**src/pidc_pkg.sv**
```systemverilog
// package for the page interleaved dram controller
// assumes a single 40 MHz clock domain; no software register bus
package pidc_pkg;
    // bank organisation
    localparam int NUM_BANKS = 4;
    localparam int BANK_DATA_BITS = 16;
    localparam int BANK_PARITY_BITS = 2;
    localparam int BANK_WIDTH = BANK_DATA_BITS + BANK_PARITY_BITS;
    localparam int ROW_BITS = 10;
    localparam int COL_BITS = 10;
    // interleave modes
    typedef enum logic [1:0] {
        PIDC_MODE_SINGLE = 2'h0,
        PIDC_MODE_TWO_WAY = 2'h1,
        PIDC_MODE_FOUR_WAY = 2'h2
    } pidc_mode_t;
    // page size of a 256k bank, in bytes, and its address bit position
    localparam int PAGE_BYTES = 1024;
    localparam int PAGE_SHIFT = 10;
    // fast a20 gate bit position in the gate control register
    localparam int A20_GATE_BIT = 1;
    localparam logic [7:0] GATE_REG_RESET = 8'h00;
    // row timeout and precharge
    localparam int CLK_MHZ = 40;
    localparam int ROW_TIMEOUT_US = 10;
    localparam int ROW_TIMEOUT_CYC = ROW_TIMEOUT_US * CLK_MHZ;
    localparam int PRECHARGE_NS = 100;
    localparam int CLK_PERIOD_NS = 25;
    localparam int PRECHARGE_CYC = (PRECHARGE_NS + CLK_PERIOD_NS - 1) / CLK_PERIOD_NS;
    localparam int REFRESH_STAGGER_CYC = 1;
    // default wait states
    localparam logic [3:0] HIT_WAIT_RESET = 4'h0;
    localparam logic [3:0] MISS_WAIT_RESET = 4'h2;
    // controller states, gray along the access path
    typedef enum logic [2:0] {
        PIDC_IDLE = 3'h0,
        PIDC_PRECH = 3'h1,
        PIDC_ROW = 3'h3,
        PIDC_COL = 3'h2,
        PIDC_DONE = 3'h6,
        PIDC_REF_PRE = 3'h7,
        PIDC_REF_A = 3'h5,
        PIDC_REF_B = 3'h4
    } pidc_state_t;
endpackage

```
**src/pidc_core.sv**
```systemverilog
// Notes on behaviour
// - each bank is 16 data plus 2 parity
// - one bank or one pair is minimum
// - same row hits use column strobes only
// - rows close after ten microseconds, then precharge
// - banks switch at 1 Kbyte page boundaries
// - interleave at page, not word, granularity
// - hit space grows with ways and density; page fixed at 1 Kbyte here, so ways only
// - gate register bit 1 drives a20 gate
// - drive row, column, write and rom strobes
// - ready after programmed wait states
// - row strobe per bank, column per byte
// - buffer enable on internal register io
// - data latch enable and direction control
// - local memory flag during local accesses
// - refresh row goes onto memory address
// - staggered refresh, banks 0/3 then 1/2
//
// top of the memory controller: dram and rom cycles, refresh, system control
// assumes the bus controller holds request inputs stable until ready
`timescale 1ns/10ps
module pidc_core #(
    parameter int ROW_TIMEOUT = pidc_pkg::ROW_TIMEOUT_CYC
) (
    input wire logic mclk,
    input wire logic rst,
    input wire logic mem_req,
    input wire logic mem_write,
    input wire logic rom_sel,
    input wire logic [23:0] proc_addr,
    input wire logic byte_high_n,
    input wire logic byte_low_n,
    input wire logic [1:0] interleave_mode,
    input wire logic [3:0] hit_wait,
    input wire logic [3:0] miss_wait,
    input wire logic reg_io_access,
    input wire logic gate_reg_write,
    input wire logic [7:0] gate_reg_data,
    input wire logic refresh_n,
    input wire logic [9:0] refresh_row,
    output logic [3:0] row_strobe_n,
    output logic [7:0] col_strobe_n,
    output logic memory_write_enable_n,
    output logic rom_chip_select_n,
    output logic [9:0] memory_address,
    output logic ready,
    output logic register_buffer_enable,
    output logic data_latch_enable,
    output logic data_direction,
    output logic local_memory_flag,
    output logic a20_line_gate
);
    // ========================================
    // address decoding
    // bank select takes address bits just above the page, so a whole
    // 1 Kbyte page stays in one bank
    // single mode keeps every access in bank 0, one bank is enough
    function automatic logic [1:0] bank_of(input logic [23:0] a, input logic [1:0] m);
        logic [1:0] b;
        b = 2'h0;
        unique case (m)
            2'h1: b = {1'b0, a[pidc_pkg::PAGE_SHIFT]};
            2'h2: b = a[pidc_pkg::PAGE_SHIFT+1:pidc_pkg::PAGE_SHIFT];
            default: b = 2'h0;
        endcase
        return b;
    endfunction

    // row lies above the bank bits so the column covers a whole page
    function automatic logic [9:0] row_of(input logic [23:0] a, input logic [1:0] m);
        logic [9:0] r;
        r = 10'h000;
        unique case (m)
            2'h1: r = a[pidc_pkg::PAGE_SHIFT+10:pidc_pkg::PAGE_SHIFT+1];
            2'h2: r = a[pidc_pkg::PAGE_SHIFT+11:pidc_pkg::PAGE_SHIFT+2];
            default: r = a[pidc_pkg::PAGE_SHIFT+9:pidc_pkg::PAGE_SHIFT];
        endcase
        return r;
    endfunction

    logic [1:0] req_bank;
    logic [9:0] req_row;
    logic [9:0] col_addr;
    // word column within the 1 Kbyte page
    assign req_bank = bank_of(proc_addr, interleave_mode);
    assign req_row = row_of(proc_addr, interleave_mode);
    assign col_addr = {1'b0, proc_addr[9:1]};

    // ========================================
    // state
    pidc_pkg::pidc_state_t state_q, state_d;
    logic [3:0] open_q, open_d;
    logic [3:0] ras_n_q, ras_n_d;
    logic [7:0] cas_n_q, cas_n_d;
    logic we_n_q, we_n_d;
    logic rom_n_q, rom_n_d;
    logic [9:0] ma_q, ma_d;
    logic [3:0] wait_q, wait_d;
    logic rdy_q, rdy_d;
    logic dle_q, dle_d;
    logic dir_q, dir_d;
    logic lmf_q, lmf_d;
    logic a20_q, a20_d;
    logic [15:0] tmo_q [4];
    logic [15:0] tmo_d [4];
    logic [3:0] tmo_hit;
    logic tbl_wr;
    logic [9:0] open_row;
    logic [1:0] rd_bank_q, rd_bank_d;

    // open row per bank; a miss re-opens with the new row
    // one live 1 Kbyte page per bank, so hit space is ways times page;
    // larger dram pages are not modelled
    pidc_row_table #(
        .ENTRIES(pidc_pkg::NUM_BANKS),
        .WIDTH(pidc_pkg::ROW_BITS)
    ) u_rows (
        .mclk(mclk),
        .rst(rst),
        .wr_en(tbl_wr),
        .wr_index(req_bank),
        .wr_row(req_row),
        .rd_index(req_bank),
        .rd_row(open_row)
    );

    // row active timers, one per bank
    always_comb begin
        for (int i = 0; i < 4; i++) begin
            tmo_hit[i] = open_q[i] && (tmo_q[i] == 16'(ROW_TIMEOUT - 1));
            if (!open_q[i] || (state_q == pidc_pkg::PIDC_ROW && req_bank == 2'(i))) begin
                tmo_d[i] = 16'h0000;
            end else if (tmo_hit[i]) begin
                // hold at the limit so a timeout during a busy cycle is not lost
                tmo_d[i] = tmo_q[i];
            end else begin
                tmo_d[i] = tmo_q[i] + 16'h0001;
            end
        end
    end

    // main sequencer; row table read is one cycle late, so it is
    // consulted from the idle cycle after the address is seen
    always_comb begin
        state_d = state_q;
        open_d = open_q;
        ras_n_d = ras_n_q;
        cas_n_d = 8'hFF;
        we_n_d = 1'b1;
        rom_n_d = 1'b1;
        ma_d = ma_q;
        wait_d = wait_q;
        rdy_d = 1'b0;
        dle_d = 1'b0;
        dir_d = dir_q;
        lmf_d = 1'b0;
        tbl_wr = 1'b0;
        // bank whose open row the table read register holds next cycle
        rd_bank_d = req_bank;
        a20_d = a20_q;
        // fast gate: one write replaces the keyboard controller path
        if (gate_reg_write) begin
            a20_d = gate_reg_data[pidc_pkg::A20_GATE_BIT];
        end
        // timed out rows close, which is their precharge start
        for (int i = 0; i < 4; i++) begin
            if (tmo_hit[i] && state_q == pidc_pkg::PIDC_IDLE) begin
                open_d[i] = 1'b0;
                ras_n_d[i] = 1'b1;
            end
        end
        unique case (state_q)
            pidc_pkg::PIDC_IDLE: begin
                if (!refresh_n) begin
                    // all rows precharge before refresh
                    ras_n_d = 4'hF;
                    open_d = 4'h0;
                    wait_d = 4'(pidc_pkg::PRECHARGE_CYC);
                    state_d = pidc_pkg::PIDC_REF_PRE;
                end else if (mem_req && rom_sel) begin
                    rom_n_d = 1'b0;
                    lmf_d = 1'b1;
                    dir_d = 1'b0;
                    wait_d = hit_wait;
                    state_d = pidc_pkg::PIDC_COL;
                end else if (mem_req && !tmo_hit[req_bank] && rd_bank_q == req_bank) begin
                    lmf_d = 1'b1;
                    dir_d = mem_write;
                    if (open_q[req_bank] && open_row == req_row) begin
                        // page hit: column strobes only
                        ma_d = col_addr;
                        wait_d = hit_wait;
                        state_d = pidc_pkg::PIDC_COL;
                    end else begin
                        ras_n_d[req_bank] = 1'b1;
                        wait_d = 4'(pidc_pkg::PRECHARGE_CYC);
                        state_d = pidc_pkg::PIDC_PRECH;
                    end
                end
            end
            pidc_pkg::PIDC_PRECH: begin
                lmf_d = 1'b1;
                wait_d = wait_q - 4'h1;
                if (wait_q <= 4'h1) begin
                    ma_d = req_row;
                    ras_n_d[req_bank] = 1'b0;
                    open_d[req_bank] = 1'b1;
                    tbl_wr = 1'b1;
                    state_d = pidc_pkg::PIDC_ROW;
                end
            end
            pidc_pkg::PIDC_ROW: begin
                lmf_d = 1'b1;
                ma_d = col_addr;
                wait_d = miss_wait;
                state_d = pidc_pkg::PIDC_COL;
            end
            pidc_pkg::PIDC_COL: begin
                lmf_d = 1'b1;
                dle_d = 1'b1;
                if (rom_sel) begin
                    rom_n_d = 1'b0;
                end else begin
                    // byte lane strobes of the addressed bank
                    cas_n_d[{req_bank, 1'b1}] = byte_high_n;
                    cas_n_d[{req_bank, 1'b0}] = byte_low_n;
                    we_n_d = !mem_write;
                end
                wait_d = wait_q - 4'h1;
                if (wait_q == 4'h0) begin
                    rdy_d = 1'b1;
                    state_d = pidc_pkg::PIDC_DONE;
                end
            end
            pidc_pkg::PIDC_DONE: begin
                state_d = pidc_pkg::PIDC_IDLE;
            end
            pidc_pkg::PIDC_REF_PRE: begin
                ma_d = refresh_row;
                wait_d = wait_q - 4'h1;
                if (wait_q <= 4'h1) begin
                    ras_n_d = 4'h6; // banks 0 and 3 first
                    state_d = pidc_pkg::PIDC_REF_A;
                end
            end
            pidc_pkg::PIDC_REF_A: begin
                ras_n_d = 4'h0; // banks 1 and 2 one unit later
                state_d = pidc_pkg::PIDC_REF_B;
            end
            pidc_pkg::PIDC_REF_B: begin
                if (refresh_n) begin
                    ras_n_d = 4'hF;
                    state_d = pidc_pkg::PIDC_IDLE;
                end
            end
        endcase
    end

    // registers only
    always_ff @(posedge mclk) begin
        if (rst) begin
            state_q <= pidc_pkg::PIDC_IDLE;
            open_q <= 4'h0;
            ras_n_q <= 4'hF;
            cas_n_q <= 8'hFF;
            we_n_q <= 1'b1;
            rom_n_q <= 1'b1;
            ma_q <= 10'h000;
            wait_q <= 4'h0;
            rdy_q <= 1'b0;
            dle_q <= 1'b0;
            dir_q <= 1'b0;
            lmf_q <= 1'b0;
            a20_q <= 1'b0;
            rd_bank_q <= 2'h0;
            for (int i = 0; i < 4; i++) begin
                tmo_q[i] <= 16'h0000;
            end
        end else begin
            state_q <= state_d;
            open_q <= open_d;
            ras_n_q <= ras_n_d;
            cas_n_q <= cas_n_d;
            we_n_q <= we_n_d;
            rom_n_q <= rom_n_d;
            ma_q <= ma_d;
            wait_q <= wait_d;
            rdy_q <= rdy_d;
            dle_q <= dle_d;
            dir_q <= dir_d;
            lmf_q <= lmf_d;
            a20_q <= a20_d;
            rd_bank_q <= rd_bank_d;
            tmo_q <= tmo_d;
        end
    end

    // ========================================
    // outputs
    assign row_strobe_n = ras_n_q;
    assign col_strobe_n = cas_n_q;
    assign memory_write_enable_n = we_n_q;
    assign rom_chip_select_n = rom_n_q;
    assign memory_address = ma_q;
    assign ready = rdy_q;
    assign data_latch_enable = dle_q;
    assign data_direction = dir_q;
    assign local_memory_flag = lmf_q;
    assign a20_line_gate = a20_q;
    // combinational so the external buffer opens with the io cycle
    assign register_buffer_enable = reg_io_access;
endmodule

```
**src/pidc_row_table.sv**
```systemverilog
// per bank open row memory with a registered read port
// assumes write and read in the same clock domain
`timescale 1ns/10ps
module pidc_row_table #(
    parameter int ENTRIES = 4,
    parameter int WIDTH = 10
) (
    input wire logic mclk,
    input wire logic rst,
    input wire logic wr_en,
    input wire logic [$clog2(ENTRIES)-1:0] wr_index,
    input wire logic [WIDTH-1:0] wr_row,
    input wire logic [$clog2(ENTRIES)-1:0] rd_index,
    output logic [WIDTH-1:0] rd_row
);
    // ========================================
    // storage
    logic [WIDTH-1:0] mem_q [ENTRIES];
    logic [WIDTH-1:0] rd_q;

    // write and registered read; reset clears only the read register
    always_ff @(posedge mclk) begin
        if (wr_en) begin
            mem_q[wr_index] <= wr_row;
        end
        if (rst) begin
            rd_q <= '0;
        end else begin
            rd_q <= mem_q[rd_index];
        end
    end
    assign rd_row = rd_q;
endmodule

```
**config.mk**
```make
export PLATFORM = sky130hd
export DESIGN_NAME = pidc_core
export DESIGN_NICKNAME = d
export VERILOG_FILES = /design/src/pidc_pkg.sv /design/src/pidc_core.sv /design/src/pidc_row_table.sv
export SDC_FILE = /design/constraint.sdc
export NUM_CORES = 1
export LEC_CHECK = 0
export BUFFER_PORTS_ARGS = -buffer_cell sky130_fd_sc_hd__buf_2
export CAP_MARGIN = 20
export CORE_ASPECT_RATIO = 1.4
export CORE_MARGIN = 3
export CORE_UTILIZATION = 58
export CTS_CLUSTER_SIZE = 40
export DETAILED_ROUTE_END_ITERATION = 6
export PLACE_DENSITY = 0.84
export SYNTH_ARGS = -nofsm -noshare
export SYNTH_HDL_FRONTEND = slang
export SYNTH_SLANG_ARGS = --single-unit
export TNS_END_PERCENT = 20
```
**constraint.sdc**
```tcl
create_clock -name mclk -period 2.7 [get_ports mclk]
set_input_delay 0.27 -clock mclk [delete_from_list [all_inputs] [get_ports mclk]]
set_output_delay 0.27 -clock mclk [all_outputs]
set_load 0.01 [all_outputs]
```
==> summary.txt <==
Global routing
  • Largest net degree at the start of global routing: 55
  • Total GRT Usage: 0.2652
  • Initial antenna violation count: 0
  • Global route hottest layer: met2
  • First-pass GRT wire length: 28700 µm
  • Total global routing overflow: 0
  • M1 GR Usage: 0.3083
  • GR Layer Usage met2: 0.4688
  • GR Layer Usage met3: 0.05015
  • Vias in the first global route: 6084

Cells and area
  • Antenna Diode Count: 0
  • Area of the multi-input gates: 3471 µm²
  • Fill cells: 927
  • Net count, final: roughly 940
  • FF+latch area: 3523 µm²
  • Proportion of layout cells with a drive suffix above 1: 0.1900
  • Area growth syn-to-layout: 18.36%
  • Post-Layout Cell Count: 1031

Critical path
  • CP Launch Type: input pin
  • Worst path arrival time: roughly 2800 ps
  • Req. time, crit path: around 3000 ps
  • CP Capture Type: flip-flop
  • Worst-path fanout max: 12
  • Crit Path Class: in2reg

Clock tree
  • Clk sinks: 156
  • TritonCTS Buffers: 17
  • Post-CTS Resized: 0
  • Worst-path clk slew: 70 ps
  • Post-CTS Setup Bufs: 0
  • Cts hold-fix bufs: 0
  • Clock Path Buffers: 2
  • Root Driver: clkbuf_16
  • Clock Latency Late Sink: between 400 and 500 ps
  • H-Tree Level Count: 4
  • CTS tree: built

Synthesis
  • Mux contribution to synthesized area: 0.02436
  • Largest family of logic cells by synthesized area: simple AND/OR/NAND/NOR gates
  • EDFF count, synth: 40
  • Seq cells post-synth: about 160
  • Synth Area in Simple Gates: 0.2306
  • Syn nets: 838
  • Post-Syn Instances: 767
  • Yosys warns: 0
  • Yosys cell types: 66
  • Netlist Area Pre-Place: 7191 µm²
  • Sequential area share after synthesis: 0.4900
  • Top_reg_cell synth: dfxtp_1
  • Synthesized area per cell: between 9 and 10 µm²
  • Async SR Flop Fraction: 0
  • Post-synthesis compound-gate area fraction: 0.1317
  • Adder-cell share of the synthesized area: 0.01566
  • Xor and xnor area share after synthesis: 0.08039

Floorplanning
  • Die area: 13790 µm²
  • IO Count: 92
  • Number of core rows: 47
  • Initial core utilization: 0.5994
  • Die X: 100.1 µm
  • Die Ht: around 140 µm
  • Core area: 12000 µm²

STA
  • Final Hold Vio Count: 0
  • Setup WS post-layout: 256.1 ps
  • Worst-Margin Slew: 784.6 ps
  • Rel. slew slack: 0.4729
  • F_max: 409.2 MHz
  • Clock Skew: 10.61 ps
  • Final period utilization: 0.9051
  • RSZ-0062 raised after global routing: no
  • Minimum clock period: 2444 ps
  • Final Setup Violations: 0
  • Slew Limit Fails: 0

Placed design
  • DP HPWL: about 13000 µm
  • Inst Count DP: approximately 1000
  • Gp weighted congestion: 0.9903
  • Pre-CTS setup slack: -136.4 ps
  • Buffers on Ports: 79

Drt
  • Routed wire length per instance: 17.32 µm
  • Via count: 6176
  • Vias/cell: 5.990
  • Initial DRT Pass Iterations: 6
  • Post-DRT Antenna Nets: 0
  • Initial DRC Count: 440
  • Residual DRC count: 0
  • Post-Route WL: 17860 µm

Flow run
  • Max-cap violation count: 0

Power
  • Final Power: 6816 µW
  • PD cells: 800.8 nW/µm²
  • P_leak: around 0.0032 µW
  • Max VDD drop: 662.6 µV

Worst hold path
  • HP Class: in2reg

Run status
  • Status: complete, no violations
==> synthesized netlist by cell type (all sizes together), types with 2 or more instances <==
| master | number | area (µm²) |
|---|---|---|
| buf | 9 | 52.54 |
| nor3b | 2 | 15.01 |
| o221ai | 2 | 35.04 |
| and3 | 12 | 75.07 |
| a222oi | 10 | 100.1 |
| a21oi | 38 | 197.7 |
| or2 | 3 | 18.77 |
| nor4b | 6 | 52.55 |
| a31oi | 2 | 27.53 |
| o22ai | 12 | 75.07 |
| or3 | 9 | 56.30 |
| nand2 | 77 | 289.0 |
| nand4b | 4 | 35.03 |
| ha | 9 | 112.6 |
| a211o | 10 | 96.35 |
| nor2b | 9 | 56.30 |
| nand3b | 6 | 45.04 |
| nand3 | 34 | 170.2 |
| and2 | 2 | 12.51 |
| nand2b | 15 | 93.84 |
| nor4bb | 4 | 40.04 |
| edfxtp | 40 | 1201 |
| clkbuf | 26 | 98.84 |
| a311oi | 4 | 35.03 |
| xnor2 | 18 | 157.7 |
| nor2 | 117 | 441.7 |
| a221oi | 3 | 26.28 |
| nand4 | 11 | 68.82 |
| and4 | 3 | 26.28 |
| or4 | 2 | 18.77 |
| inv | 12 | 45.04 |
| dfxtp | 116 | 2322 |
| nor4 | 4 | 46.29 |
| nor3 | 15 | 75.07 |
| mux2i | 16 | 160.2 |
| a22oi | 9 | 67.56 |
| xor2 | 48 | 420.4 |
| o21ai | 31 | 155.1 |
| a211oi | 4 | 35.03 |
==> final cells by class <==
type | instances | share of cell area
Sequential cell | 156 | 0.4140
Multi-Input combinational cell | 564 | 0.4078
Timing Repair Buffer | 120 | 0.08409
Clock buffer | 17 | 0.04999
Tap cell | 147 | 0.02161
Clock inverter | 15 | 0.01720
Inverter | 12 | 0.005293
==> layout by cell type (no fill, tap or decap), types with 17 or more instances in the layout <==
master	n
buf_4	40
clkbuf_16	17
nand2_1	77
a21oi_1	36
buf_2	79
nand3_1	34
xnor2_1	18
edfxtp_1	40
nor2_1	116
xor2_1	48
o21ai_0	29
dfxtp_1	116
==> registers in the layout (all words and copies together) (netlist names), 2 cells and up <==
| signal | flops |
|---|---|
| u_rows.rd_row | 10 |
| col_strobe_n | 8 |
| open_q | 4 |
| memory_address | 10 |
| state_q | 3 |
| u_rows.mem_q | 40 |
| wait_q | 4 |
| row_strobe_n | 4 |
| rd_bank_q | 2 |
| tmo_q | 64 |
==> worst max-delay path, cell delays in order <==
cell and delay, ps:
buf_2 110, inv_1 50, ha_1 430, a22oi_1 160
o21ai_0 370, buf_4 210, xor2_1 190, a211oi_2 80
buf_4 150, a31oi_4 240, nand3_1 210, o21ai_0 280
==> cells by family after synthesis <==
logic type,count (synthesis)
xor gates and xnor gates,66
muxes,17
and+or+nand+nor,337
buffers and inverters,47
adders and majority gates,9
AOI/OAI and AO/OA,135
DFF,156
==> worst paths after layout <==
path	start	endpoint	slack, ps	cells past startpoint
max	interleave_mode[0]	row_strobe_n[2]$_SDFF_PP1_	260	12
min reg2reg	memory_address[1]$_SDFFE_PP0P_	memory_address[1]$_SDFFE_PP0P_	480	2
max reg2reg	tmo_q[5]$_SDFFE_PP0N_	state_q[1]$_SDFFE_PP0P_	340	7
min	mem_write	memory_write_enable_n$_SDFF_PP1_	50	2
==> power breakdown <==
part	internal, µW	total (µW)	switching (µW)
Sequential	2600	2740	140
Clock	1230	2280	1060
Combinational	709	1790	1080
Total	4540	6820	2280
==> stage by stage <==
stage	setup TNS, ps	hold WS (ps)	util	area (µm²)
after CTS	0	45.78	0.7094	8511
after global placement	-46.22	455.0	0.6618	7939
final	0	52.93	0.7094	8511
after floorplan	0	331.9	-	7191
after detailed placement	-1139	462.7	0.6618	7939
after global routing	0	48.99	0.7094	8511
==> layer usage <==
layer | wire (µm) | vias to the layer above
met2 | 9168 | 244
met3 | 1270 | 52
li1 | - | 2949
met5 | 0 | -
met4 | 566 | 0
met1 | 6855 | 2931
Note: power is estimated with default switching activity, not from simulation.
